### src/core/gpm_regs.svh
// register offsets, field positions and fixed values of the graphics pm header
`ifndef GPM_REGS_SVH
`define GPM_REGS_SVH
`define GPM_OFF_IRQ_PIN 8'h3d
`define GPM_OFF_BURST_GNT 8'h3e
`define GPM_OFF_ACC_LAT 8'h3f
`define GPM_OFF_PM_HDR 8'hd0
`define GPM_OFF_PM_CAP 8'hd2
`define GPM_OFF_PM_CTL 8'hd4
`define GPM_IRQ_PIN_VAL 8'h01
`define GPM_BURST_GNT_VAL 8'h00
`define GPM_ACC_LAT_VAL 8'h00
`define GPM_CAPABILITY_IDENTIFIER_VAL 8'h01
`define GPM_NEXT_CAPABILITY_POINTER_VAL 8'h00
`define GPM_WAKE_SUP_VAL 5'h00
`define GPM_RSVD3_VAL 3'h0
`define GPM_VERSION_VAL 3'h1
`define GPM_PM_CAP_RESET 16'h0021
`define GPM_PM_CTL_RESET 16'h0000
`define GPM_DATA_SEL_VAL 4'h0
`define GPM_DATA_SCL_VAL 2'h0
`define GPM_RSVD6_VAL 6'h00
`define GPM_LEVEL_MSB 1
`define GPM_LEVEL_LSB 0
`endif

### src/core/gpm_pkg.sv
// types shared by the graphics pm configuration registers
package gpm_pkg;
	typedef enum logic [1:0] {
		GPM_LEVEL_D0 = 2'h0,
		GPM_LEVEL_D1 = 2'h1,
		GPM_LEVEL_D2 = 2'h2,
		GPM_LEVEL_D3 = 2'h3
	} gpm_level_t;
endpackage

### src/core/gpm_config_regs.sv
// configuration header and power management registers of the graphics function
//
// Notes on behaviour
// [RULE1] interrupt pin byte always reads 01h, first legacy interrupt line
// [RULE2] burst grant hint byte always reads 00h
// [RULE3] access latency hint byte always reads 00h
// [RULE4] capability identifier byte reads 01h, power management
// [RULE5] next capability pointer reads 00h, last list entry
// [RULE6] wake support field and wake clock bit read zero
// [RULE7] D1 and D2 support bits read zero
// [RULE8] device specific initialisation bit reads one
// [RULE9] version reads 001b; auxiliary power bit reads zero
// [RULE10] capability bits 8:6 read zero
// [RULE11] wake_event_status and wake_event_enable are fixed zero
// [RULE12] data scale and data select fields read zero
// [RULE13] control bits 7:2 read zero, writes ignored
// [RULE14] device_power_level holds state, writable, resets to D0; 11 is D3
// [RULE15] unsupported level write completes normally, data discarded
// [RULE16] D1 or D2 writes blocked, previous value kept
`include "gpm_regs.svh"
`timescale 1ns/1ps
`default_nettype none
module gpm_config_regs
	import gpm_pkg::*;
#(
	parameter int DATA_W = 32
)
(
	input wire logic sys_clk,
	input wire logic resetn,
	input wire logic cfg_rd,
	input wire logic cfg_wr,
	input wire logic [7:0] cfg_addr,
	input wire logic [3:0] cfg_be,
	input wire logic [DATA_W-1:0] cfg_wdata,
	output logic [DATA_W-1:0] cfg_rdata,
	output logic cfg_ack,
	output gpm_pkg::gpm_level_t device_power_level
);
	import gpm_pkg::*;

	if (DATA_W != 32)
	begin : g_width_check
		$error("gpm_config_regs serves 32-bit configuration data only");
	end

	// dword index of a byte offset
	function automatic logic [5:0] dword_of(input logic [7:0] a);
		dword_of = a[7:2];
	endfunction

	function automatic logic level_supported(input logic [1:0] v);
		level_supported = (v == GPM_LEVEL_D0) || (v == GPM_LEVEL_D3);
	endfunction

	// dword indices used by the checks below
	localparam logic [5:0] DW_IRQ = dword_of(`GPM_OFF_IRQ_PIN);
	localparam logic [5:0] DW_HDR = dword_of(`GPM_OFF_PM_HDR);
	localparam logic [5:0] DW_CTL = dword_of(`GPM_OFF_PM_CTL);

	logic [15:0] pm_header;
	logic [15:0] pm_caps;
	logic [15:0] pm_ctl;
	logic [DATA_W-1:0] next_rdata;
	logic level_wr;

	assign pm_header = {
		`GPM_NEXT_CAPABILITY_POINTER_VAL, // [RULE5]
		`GPM_CAPABILITY_IDENTIFIER_VAL // [RULE4]
	};

	// wake, d2, d1, reserved, dsi, aux, wake clock, version
	assign pm_caps = {
		`GPM_WAKE_SUP_VAL, // [RULE6]
		1'b0, // [RULE7]
		1'b0, // [RULE7]
		`GPM_RSVD3_VAL, // [RULE10]
		1'b1, // [RULE8]
		1'b0, // [RULE9]
		1'b0, // [RULE6]
		`GPM_VERSION_VAL // [RULE9]
	};

	assign pm_ctl = {
		1'b0, // [RULE11]
		`GPM_DATA_SCL_VAL, // [RULE12]
		`GPM_DATA_SEL_VAL, // [RULE12]
		1'b0, // [RULE11]
		`GPM_RSVD6_VAL, // [RULE13]
		device_power_level // [RULE14]
	};

	always_comb
	begin
		next_rdata = '0;
		if (dword_of(cfg_addr) == dword_of(`GPM_OFF_IRQ_PIN))
		begin
			// byte 0 is the interrupt line register, not held here
			next_rdata = {
				`GPM_ACC_LAT_VAL, // [RULE3]
				`GPM_BURST_GNT_VAL, // [RULE2]
				`GPM_IRQ_PIN_VAL, // [RULE1]
				8'h00
			};
		end
		else if (dword_of(cfg_addr) == dword_of(`GPM_OFF_PM_HDR))
		begin
			next_rdata = {pm_caps, pm_header};
		end
		else if (dword_of(cfg_addr) == dword_of(`GPM_OFF_PM_CTL))
		begin
			next_rdata = {16'h0000, pm_ctl};
		end
	end

	// only the low byte lane of the control dword holds a writable field
	assign level_wr = cfg_wr && cfg_be[0] && (dword_of(cfg_addr) == dword_of(`GPM_OFF_PM_CTL));

	always_ff @(posedge sys_clk or negedge resetn)
	begin
		if (!resetn)
		begin
			device_power_level <= GPM_LEVEL_D0; // [RULE14]
		end
		else if (level_wr && level_supported(cfg_wdata[`GPM_LEVEL_MSB:`GPM_LEVEL_LSB])) // [RULE15] [RULE16]
		begin
			device_power_level <= gpm_level_t'(cfg_wdata[`GPM_LEVEL_MSB:`GPM_LEVEL_LSB]); // [RULE14]
		end
	end

	// every access answers one cycle later, accepted or not
	always_ff @(posedge sys_clk or negedge resetn)
	begin
		if (!resetn)
		begin
			cfg_ack <= 1'b0;
		end
		else
		begin
			cfg_ack <= cfg_rd || cfg_wr; // [RULE15]
		end
	end

	always_ff @(posedge sys_clk or negedge resetn)
	begin
		if (!resetn)
		begin
			cfg_rdata <= '0;
		end
		else if (cfg_rd)
		begin
			cfg_rdata <= next_rdata;
		end
	end

	property p_irq_dword;
		@(posedge sys_clk) disable iff (!resetn)
		(cfg_rd && cfg_addr[7:2] == 6'h0f) |=> (cfg_rdata[15:8] == 8'h01);
	endproperty
	a_irq_dword: assert property (p_irq_dword) else $error("interrupt pin byte not 01h"); // [RULE1]

	property p_grant_latency;
		@(posedge sys_clk) disable iff (!resetn)
		(cfg_rd && cfg_addr[7:2] == 6'h0f) |=> (cfg_rdata[31:16] == 16'h0000);
	endproperty
	a_grant_latency: assert property (p_grant_latency) else $error("grant or latency byte not zero"); // [RULE2] [RULE3]

	property p_cap_header;
		@(posedge sys_clk) disable iff (!resetn)
		(cfg_rd && cfg_addr == 8'hd0) ##1 cfg_ack |-> (cfg_rdata[15:0] == 16'h0001);
	endproperty
	a_cap_header: assert property (p_cap_header) else $error("capability header wrong"); // [RULE4] [RULE5]

	property p_cap_bits;
		@(posedge sys_clk) disable iff (!resetn)
		(cfg_rd && cfg_addr[7:2] == 6'h34) |=> (cfg_rdata[31:16] == 16'h0021);
	endproperty
	a_cap_bits: assert property (p_cap_bits) else $error("capabilities word not 0021h"); // [RULE6] [RULE7] [RULE8] [RULE9] [RULE10]

	property p_ctl_fixed;
		@(posedge sys_clk) disable iff (!resetn)
		(cfg_rd && cfg_addr[7:2] == 6'h35) |=> (cfg_rdata[31:2] == 30'h0);
	endproperty
	a_ctl_fixed: assert property (p_ctl_fixed) else $error("fixed control bits not zero"); // [RULE11] [RULE12] [RULE13]

	property p_ctl_level_read;
		@(posedge sys_clk) disable iff (!resetn)
		(cfg_rd && !cfg_wr && cfg_addr[7:2] == 6'h35) |=> (cfg_rdata[1:0] == $past(device_power_level));
	endproperty
	a_ctl_level_read: assert property (p_ctl_level_read) else $error("level read mismatch"); // [RULE14]

	property p_level_takes;
		@(posedge sys_clk) disable iff (!resetn)
		(cfg_wr && cfg_be[0] && cfg_addr[7:2] == 6'h35 && (cfg_wdata[1:0] == 2'h0 || cfg_wdata[1:0] == 2'h3))
		|=> (device_power_level == $past(cfg_wdata[1:0]));
	endproperty
	a_level_takes: assert property (p_level_takes) else $error("supported level not taken"); // [RULE14]

	property p_level_blocked;
		@(posedge sys_clk) disable iff (!resetn)
		(cfg_wr && cfg_addr[7:2] == 6'h35 && (cfg_wdata[1:0] == 2'h1 || cfg_wdata[1:0] == 2'h2))
		|=> $stable(device_power_level);
	endproperty
	a_level_blocked: assert property (p_level_blocked) else $error("unsupported level accepted"); // [RULE16]

	property p_write_acked;
		@(posedge sys_clk) disable iff (!resetn)
		cfg_wr |=> cfg_ack ##1 (!cfg_ack || $past(cfg_rd || cfg_wr));
	endproperty
	a_write_acked: assert property (p_write_acked) else $error("write not completed"); // [RULE15]

	property p_level_only_by_write;
		@(posedge sys_clk) disable iff (!resetn)
		!$stable(device_power_level) |-> $past(level_wr);
	endproperty
	a_level_only_by_write: assert property (p_level_only_by_write) else $error("level changed without write"); // [RULE13] [RULE14]

	property p_level_d1_d2_never;
		@(posedge sys_clk) disable iff (!resetn)
		(device_power_level == GPM_LEVEL_D0) || (device_power_level == GPM_LEVEL_D3);
	endproperty
	a_level_d1_d2_never: assert property (p_level_d1_d2_never) else $error("level holds D1 or D2"); // [RULE16]

	property p_ack_only_after_req;
		@(posedge sys_clk) disable iff (!resetn)
		cfg_ack |-> $past(cfg_rd || cfg_wr);
	endproperty
	a_ack_only_after_req: assert property (p_ack_only_after_req) else $error("ack without request"); // [RULE15]

	property p_ack_low_idle;
		@(posedge sys_clk) disable iff (!resetn)
		(!cfg_rd && !cfg_wr) |=> !cfg_ack;
	endproperty
	a_ack_low_idle: assert property (p_ack_low_idle) else $error("ack held without request"); // [RULE15]

	property p_read_acked;
		@(posedge sys_clk) disable iff (!resetn)
		cfg_rd |=> cfg_ack;
	endproperty
	a_read_acked: assert property (p_read_acked) else $error("read not completed"); // [RULE15]

	property p_rdata_holds;
		@(posedge sys_clk) disable iff (!resetn)
		!cfg_rd |=> $stable(cfg_rdata);
	endproperty
	a_rdata_holds: assert property (p_rdata_holds) else $error("read data moved without read"); // [RULE14]

	property p_unmapped_zero;
		@(posedge sys_clk) disable iff (!resetn)
		(cfg_rd && cfg_addr[7:2] != DW_IRQ && cfg_addr[7:2] != DW_HDR && cfg_addr[7:2] != DW_CTL)
		|=> (cfg_rdata == '0);
	endproperty
	a_unmapped_zero: assert property (p_unmapped_zero) else $error("unmapped read not zero"); // [RULE15]

	property p_irq_line_byte;
		@(posedge sys_clk) disable iff (!resetn)
		(cfg_rd && cfg_addr[7:2] == DW_IRQ) |=> (cfg_rdata[7:0] == 8'h00);
	endproperty
	a_irq_line_byte: assert property (p_irq_line_byte) else $error("interrupt line byte not zero"); // [RULE1]

	property p_level_no_lane;
		@(posedge sys_clk) disable iff (!resetn)
		(cfg_wr && !cfg_be[0]) |=> $stable(device_power_level);
	endproperty
	a_level_no_lane: assert property (p_level_no_lane) else $error("level moved without its byte lane"); // [RULE13]

	property p_level_other_dword;
		@(posedge sys_clk) disable iff (!resetn)
		(cfg_wr && cfg_addr[7:2] != DW_CTL) |=> $stable(device_power_level);
	endproperty
	a_level_other_dword: assert property (p_level_other_dword) else $error("level moved by other write"); // [RULE15]

	property p_read_with_write;
		@(posedge sys_clk) disable iff (!resetn)
		(cfg_rd && cfg_wr && cfg_addr[7:2] == DW_CTL) |=> (cfg_rdata[1:0] == $past(device_power_level));
	endproperty
	a_read_with_write: assert property (p_read_with_write) else $error("read beside write not old level"); // [RULE14]

	c_rd_unmapped: cover property (@(posedge sys_clk) disable iff (!resetn)
		cfg_rd && cfg_addr[7:2] != DW_IRQ && cfg_addr[7:2] != DW_HDR && cfg_addr[7:2] != DW_CTL);
	c_enter_d3: cover property (@(posedge sys_clk) disable iff (!resetn)
		device_power_level == GPM_LEVEL_D0 ##1 device_power_level == GPM_LEVEL_D3);
	c_back_d0: cover property (@(posedge sys_clk) disable iff (!resetn)
		device_power_level == GPM_LEVEL_D3 ##1 device_power_level == GPM_LEVEL_D0);
	c_blocked_write: cover property (@(posedge sys_clk) disable iff (!resetn)
		cfg_wr && cfg_addr[7:2] == 6'h35 && cfg_wdata[1:0] == 2'h2);
	c_cap_read: cover property (@(posedge sys_clk) disable iff (!resetn)
		cfg_rd && cfg_addr[7:2] == 6'h34);
endmodule
`default_nettype wire

### config.mk
export PLATFORM = sky130hd
export DESIGN_NAME = gpm_config_regs
export DESIGN_NICKNAME = d
export VERILOG_FILES = /design/src/core/gpm_pkg.sv /design/src/core/gpm_config_regs.sv
export VERILOG_INCLUDE_DIRS = /design/src /design/src/core
export SDC_FILE = /design/constraint.sdc
export NUM_CORES = 1
export LEC_CHECK = 0
export CAP_MARGIN = 15
export CORE_AREA = 10 10 47 49
export CTS_CLUSTER_DIAMETER = 100
export DETAILED_ROUTE_END_ITERATION = 12
export DIE_AREA = 0 0 57 59
export DONT_BUFFER_PORTS = 1
export HOLD_SLACK_MARGIN = 0.08
export SLEW_MARGIN = 10
export SYNTH_ARGS = -nofsm -noshare
export SYNTH_HDL_FRONTEND = slang
export SYNTH_SLANG_ARGS = --single-unit
export TNS_END_PERCENT = 50
### constraint.sdc
create_clock -name sys_clk -period 0.9 [get_ports sys_clk]
set_input_delay 0.135 -clock sys_clk [delete_from_list [all_inputs] [get_ports sys_clk]]
set_output_delay 0.135 -clock sys_clk [all_outputs]
set_load 0.01 [all_outputs]
==> results.json, run 1 <==
{
  "leakage_nw": 0.3132,
  "overflow": 0,
  "cp_top_family": "flip-flops",
  "skew_ns": 0.002219,
  "clk_pin_slew_ns": 0.05,
  "setup_viol": 4,
  "port_buffers": 0,
  "multi_input_area_um2": 252.7,
  "cp.required_ns": 0.76,
  "antenna_found_initial": 0,
  "synth-simple-area-share": 0.1380,
  "p_total_mw": 0.7197,
  "synth_xor_area_frac": 0,
  "hold_start": "cfg_rd",
  "gp_congestion": 0.6561,
  "critPathCaptureType": "primary output",
  "cts_sinks": 7,
  "timing.hold.ws_ns": 0.06370,
  "synthAdderAreaFrac": 0,
  "core_area_um2": 1401,
  "numCtsBuffers": 3,
  "irDropWorstVdd_mv": 0.8454,
  "status": "finished with violations",
  "drc": 0,
  "synth.avg_cell_area_um2": 9.217,
  "syn_inst": 60,
  "crit_path_max_fanout": 4,
  "pre_cts_ws_ns": -0.02036,
  "grt.total_usage": 0.07948,
  "drtAntennaViolNets": 0,
  "dr.pass1.iters": 6,
  "cp_slowest_cell": "dfrtp_1",
  "synth.distinct_cells": 19,
  "seq_area_um2": 175.2,
  "period_share": 1.051,
  "synth.ff_latch_count": 7,
  "rows": 14,
  "min_path_type": "input port to flip-flop",
  "cap_violations": 0,
  "clock_latency_ns": 0.25,
  "grt_pass1_vias": 419,
  "critPathLaunch": "device_power_level[0]",
  "cts_max_level": 1,
  "reg2reg_from": "device_power_level[1]",
  "yosysSeqAreaShare": 0.3167,
  "vias_per_cell": 4.375,
  "ios": 83,
  "synth_top_family_by_area": "buffers and inverters",
  "post_drt_wl_per_cell_um": 15.91,
  "power_density_nw_per_um2": 1203,
  "slew_viol_final": 0,
  "fin_nets": 121,
  "startpoint_type": "flip-flop",
  "synth_compound_area_frac": 0.1312,
  "fillCellCount": 153,
  "via_count": 385,
  "synthToLayoutAreaGrowth_pct": 8.145,
  "synth_mux_area_frac": 0,
  "fp.dieH_um": 59,
  "post-cts-setup-buffer-count": 0,
  "cts_tree": "done",
  "netlist_area_um2": 553.0,
  "drive_gt1_frac": 0.1806,
  "finalWirelength_um": 1400,
  "grt_max_degree": 8,
  "dieArea_um2": 3363,
  "rsz0062_at_grt": "yes",
  "fmax_ghz": 1.057,
  "final_cell_mix": "conb_1 (27), dfrtp_1 (7), dlygate4sd3_1 (4), buf_6 (4)",
  "cts_buffer_depth": 2,
  "drt_iter0_drc": 12,
  "fin_crit_ns": 0.9462,
  "critical_path_class": "flip-flop to primary output",
  "yosys_warnings": 0,
  "cp_slowest_stage_delay_ns": 0.42,
  "setup_slack_ns": -0.04615,
  "die_width_um": 57,
  "initial_core_util": 0.3946,
  "grt_pass1_wl_um": 2194,
  "crit_buf_inv": 1,
  "violations": "setup timing",
  "tns_ns": -0.09096,
  "hold_viol_final": 0,
  "diodes": 0,
  "cp.arrival_ns": 0.81,
  "crit_chain": "buf_6",
  "final_common_cell": "conb_1",
  "hpwl_um": 1131,
  "cts_root_buffer": "clkbuf_4"
}
-- path summary, 6_finish.rpt --
check                                         to  slack [ns]  depth (start not counted)
setup reg to reg           device_power_level[1]        0.02                          2
hold reg to reg            device_power_level[1]        0.57                          1
setup / recovery           device_power_level[0]       -0.05                          1
hold / removal                      cfg_rdata[0]        0.06                          2
max in group asynchronous           cfg_rdata[1]        0.43                          1
min in group asynchronous           cfg_rdata[0]        0.22                          1
-- synthesized netlist by cell type --
library cell	n	area, um^2
nor3_1	1	5.000
inv_1	3	11.26
or2_2	1	6.260
and4_4	1	11.26
a41o_1	2	20.02
clkbuf_1	1	3.750
dfrtp_1	7	175.2
a211o_1	2	17.52
and4_1	1	8.760
nand2_1	3	11.26
buf_4	28	210.2
o2111ai_1	1	8.760
o21a_1	2	15.01
and4bb_4	1	16.27
o22ai_1	1	6.260
o21ai_0	1	5.000
conb_1	1	3.750
nor2b_1	2	12.51
nand3_1	1	5.000
-- what timing repair did --
action / CTS / global route
gates resized for setup: 3 / 3
hold buffers: 5 / 0
hold endpoints to repair: 12 / 0
endpoints found under the setup margin: 4 / 11
-- where the power goes --
part	internal, mW	switching [mW]
combinational	0.0338	0.0806
clock	0.169	0.111
sequential	0.320	0.00514
total	0.523	0.197
-- cell families (layout without fill, tap and decap cells) --
| family | Yosys count | after routing |
|---|---|---|
| buffers and inverters | 32 | 18 |
| DFF | 7 | 7 |
| AOI/OAI and AO/OA | 9 | 9 |
| and+or+nand+nor | 11 | 11 |
| other | 1 | 27 |
-- area by class of cell --
| type | instances | share of cell area |
|---|---|---|
| tap | 16 | 0.03347 |
| clock buffer | 4 | 0.04393 |
| sequential | 7 | 0.2929 |
| timing repair buffer | 11 | 0.1883 |
| multi-input combinational | 47 | 0.4226 |
| inverter | 3 | 0.01883 |
-- flip-flops by register name, summed over array words and instances, names as in the netlist --
name,cells
cfg_ack,1
cfg_rdata,4
device_power_level,2
-- through the flow --
stage            util  cell area, um^2  instances
3_3_place_gp   0.3598            504.2         79
3_5_place_dp   0.3598            504.2         79
4_1_cts        0.4223            591.8         88
6_report       0.4268            598.1         88
5_1_grt        0.4268            598.1         88
2_1_floorplan       -            653.1         86
-- layer usage --
metal	track usage	wire length, um	vias to the layer above
met4	0.003356	6	0
met3	0.07511	273	2
met5	0	0	-
met2	0.1349	705	33
li1	-	-	170
met1	0.07213	414	180
No activity file was read; power rests on OpenSTA's default activity.
==> run 2, diff against run 1 <==
--- a/config.mk
+++ b/config.mk
@@ -6,13 +6,14 @@
 export SDC_FILE = /design/constraint.sdc
 export NUM_CORES = 1
 export LEC_CHECK = 0
+export BUFFER_PORTS_ARGS = -buffer_cell sky130_fd_sc_hd__clkbuf_2
 export CAP_MARGIN = 15
-export CORE_AREA = 10 10 47 49
+export CORE_AREA = 10 10 56 58
 export CTS_CLUSTER_DIAMETER = 100
 export DETAILED_ROUTE_END_ITERATION = 12
-export DIE_AREA = 0 0 57 59
-export DONT_BUFFER_PORTS = 1
+export DIE_AREA = 0 0 66 68
 export HOLD_SLACK_MARGIN = 0.08
+export PLACE_DENSITY = 0.74
 export SLEW_MARGIN = 10
 export SYNTH_ARGS = -nofsm -noshare
 export SYNTH_HDL_FRONTEND = slang
==> constraint.sdc (replaced) <==
create_clock -name sys_clk -period 1 [get_ports sys_clk]
set_input_delay 0.15 -clock sys_clk [delete_from_list [all_inputs] [get_ports sys_clk]]
set_output_delay 0.15 -clock sys_clk [all_outputs]
set_load 0.01 [all_outputs]
==> run 2 against run 1 <==
The run now ends clean. Clock power down 7.9%. Non-clock buffer count up 13. Highest routed layer unchanged. Sequential cell count unchanged. Critical path type unchanged. Total power down 6.1%. Global-route usage down 2.6 points. Wire length down 1.1%. Combinational power up 12%. Setup slack better by 0.077 ns.
==> results.json, run 2 (synthesized netlist as in run 1, its figures left out) <==
{
  "largest_reg_flops": 4,
  "grt_max_degree": 10,
  "final_common_cell": "conb_1",
  "startpoint_type": "flip-flop",
  "fin_crit_ns": 0.9695,
  "skew_ns": 0.0001044,
  "reg_top3": "cfg_rdata: 4 flops, device_power_level: 2 flops, cfg_ack: 1 flops",
  "numCtsBuffers": 3,
  "path_depth": 1,
  "synthToLayoutAreaGrowth_pct": 15.16,
  "top_register": "cfg_rdata",
  "regToRegSetupSlack_ns": 0.13,
  "use_met3": 0.04894,
  "ios": 83,
  "slew_viol_final": 0,
  "initial_core_util": 0.2626,
  "vias_per_cell": 3.690,
  "top_usage_layer": "met2",
  "cp_top_family": "flip-flops",
  "cp.required_ns": 0.85,
  "pwr-share-clk": 0.381,
  "crit_chain": "buf_6",
  "cp.arrival_ns": 0.82,
  "grt_pass1_vias": 403,
  "timing.hold.ws_ns": 0.1051,
  "cts_root_buffer": "clkbuf_4",
  "min_path_type": "input port to flip-flop",
  "drc": 0,
  "cp_slowest_stage_delay_ns": 0.42,
  "critical_path_class": "flip-flop to primary output",
  "critPathCaptureType": "primary output",
  "rows": 17,
  "hpwl_um": 1260,
  "finalWirelength_um": 1385,
  "holdPathStages": 2,
  "hold_viol_final": 0,
  "fp.dieH_um": 68,
  "irDropWorstVdd_mv": 0.2852,
  "grt_pass1_wl_um": 1745,
  "p_total_mw": 0.6759,
  "internal_power_mw": 0.4809,
  "antenna_found_initial": 0,
  "cts_buffer_depth": 2,
  "drtAntennaViolNets": 0,
  "grt_use_met2": 0.07005,
  "power_density_nw_per_um2": 1061,
  "setup_viol": 0,
  "final_cell_mix": "conb_1 (27), clkbuf_2 (19), dfrtp_1 (7)",
  "status": "complete, no violations",
  "p_sw_mw": 0.1950,
  "ff2ff_path_depth": 2,
  "rsz0062_at_grt": "yes",
  "seqPwrFrac": 0.429,
  "port_buffers": 20,
  "dieArea_um2": 4488,
  "fmax_ghz": 1.031,
  "period_share": 0.9695,
  "overflow": 0,
  "clk_pin_slew_ns": 0.05,
  "drt_iter0_drc": 12,
  "cap_violations": 0,
  "post_drt_wl_per_cell_um": 12.26,
  "cts_max_level": 1,
  "post-cts-setup-buffer-count": 0,
  "swShare": 0.2885,
  "drive_gt1_frac": 0.3412,
  "grt.total_usage": 0.05298,
  "crit_buf_inv": 1,
  "diodes": 0,
  "leakage_nw": 0.3532,
  "via_count": 417,
  "cts_sinks": 7,
  "crit_path_max_fanout": 4,
  "core_area_um2": 2106,
  "clock_latency_ns": 0.25,
  "fin_nets": 134,
  "met1_usage": 0.05415,
  "cts_tree": "done",
  "dr.pass1.iters": 2,
  "combPwrFrac": 0.190,
  "die_width_um": 66,
  "cp_slowest_cell": "dfrtp_1",
  "final_util": 0.3024,
  "gp_congestion": 0.8300
}
run 2: cell types whose count changed in the layout (fill, tap and decap cells not counted), sizes merged:
cell          change
dlygate4sd3       -3
dlymetal6s4s      -1
buf               -2
clkbuf           +19
run 2: layer usage:
metal,part of all wire,routed length [um]
met5,0,0
met4,0.012,17
met3,0.20,281
met2,0.45,630
met1,0.33,455
run 2: what timing repair did:
| item | CTS | global route |
|---|---|---|
| setup endpoints to repair | 0 | 1 |
| hold buffers | 1 | 0 |
| hold endpoints to repair | 7 | 0 |
| gates resized for setup | 0 | 2 |
run 2: final timing paths:
| path | endpoint | from |
|---|---|---|
| worst max-delay path | device_power_level[0] | device_power_level[0] |
| worst min-delay path | cfg_ack | cfg_wr |
| worst max register to register | device_power_level[0] | device_power_level[0] |
| worst min register to register | cfg_rdata[0] | cfg_rdata[0] |
| max in group asynchronous | cfg_rdata[1] | resetn |
| min in group asynchronous | cfg_rdata[16] | resetn |
run 2: final cells by class:
type | instances | area (um^2)
inverters | 3 | 11.26
well taps | 28 | 35.03
flip-flops and latches | 7 | 175.2
repair buffers | 24 | 138.9
multi-input cells | 47 | 250.2
fillers | 237 | 1469
clock buffers | 4 | 26.28
run 2: power by group through the flow:
stage	registers (mW)	logic, mW	clock network, mW
floorplan	0.297	0.145	0
global placement	0.295	0.117	0
detailed placement	0.295	0.120	0
CTS	0.290	0.124	0.268
global route	0.290	0.143	0.285
finish	0.290	0.128	0.258
run 2: per-stage QoR:
stage	instance area, um^2	setup slack [ns]	setup TNS (ns)	std cells
4_1_cts	630.6	0.01705	0	113
5_1_grt	636.9	-0.009001	-0.009001	113
2_1_floorplan	650.6	0.05645	0	86
3_3_place_gp	594.3	-0.04487	-0.08880	108
6_report	636.9	0.03053	0	113
3_5_place_dp	594.3	-0.07314	-0.1455	108
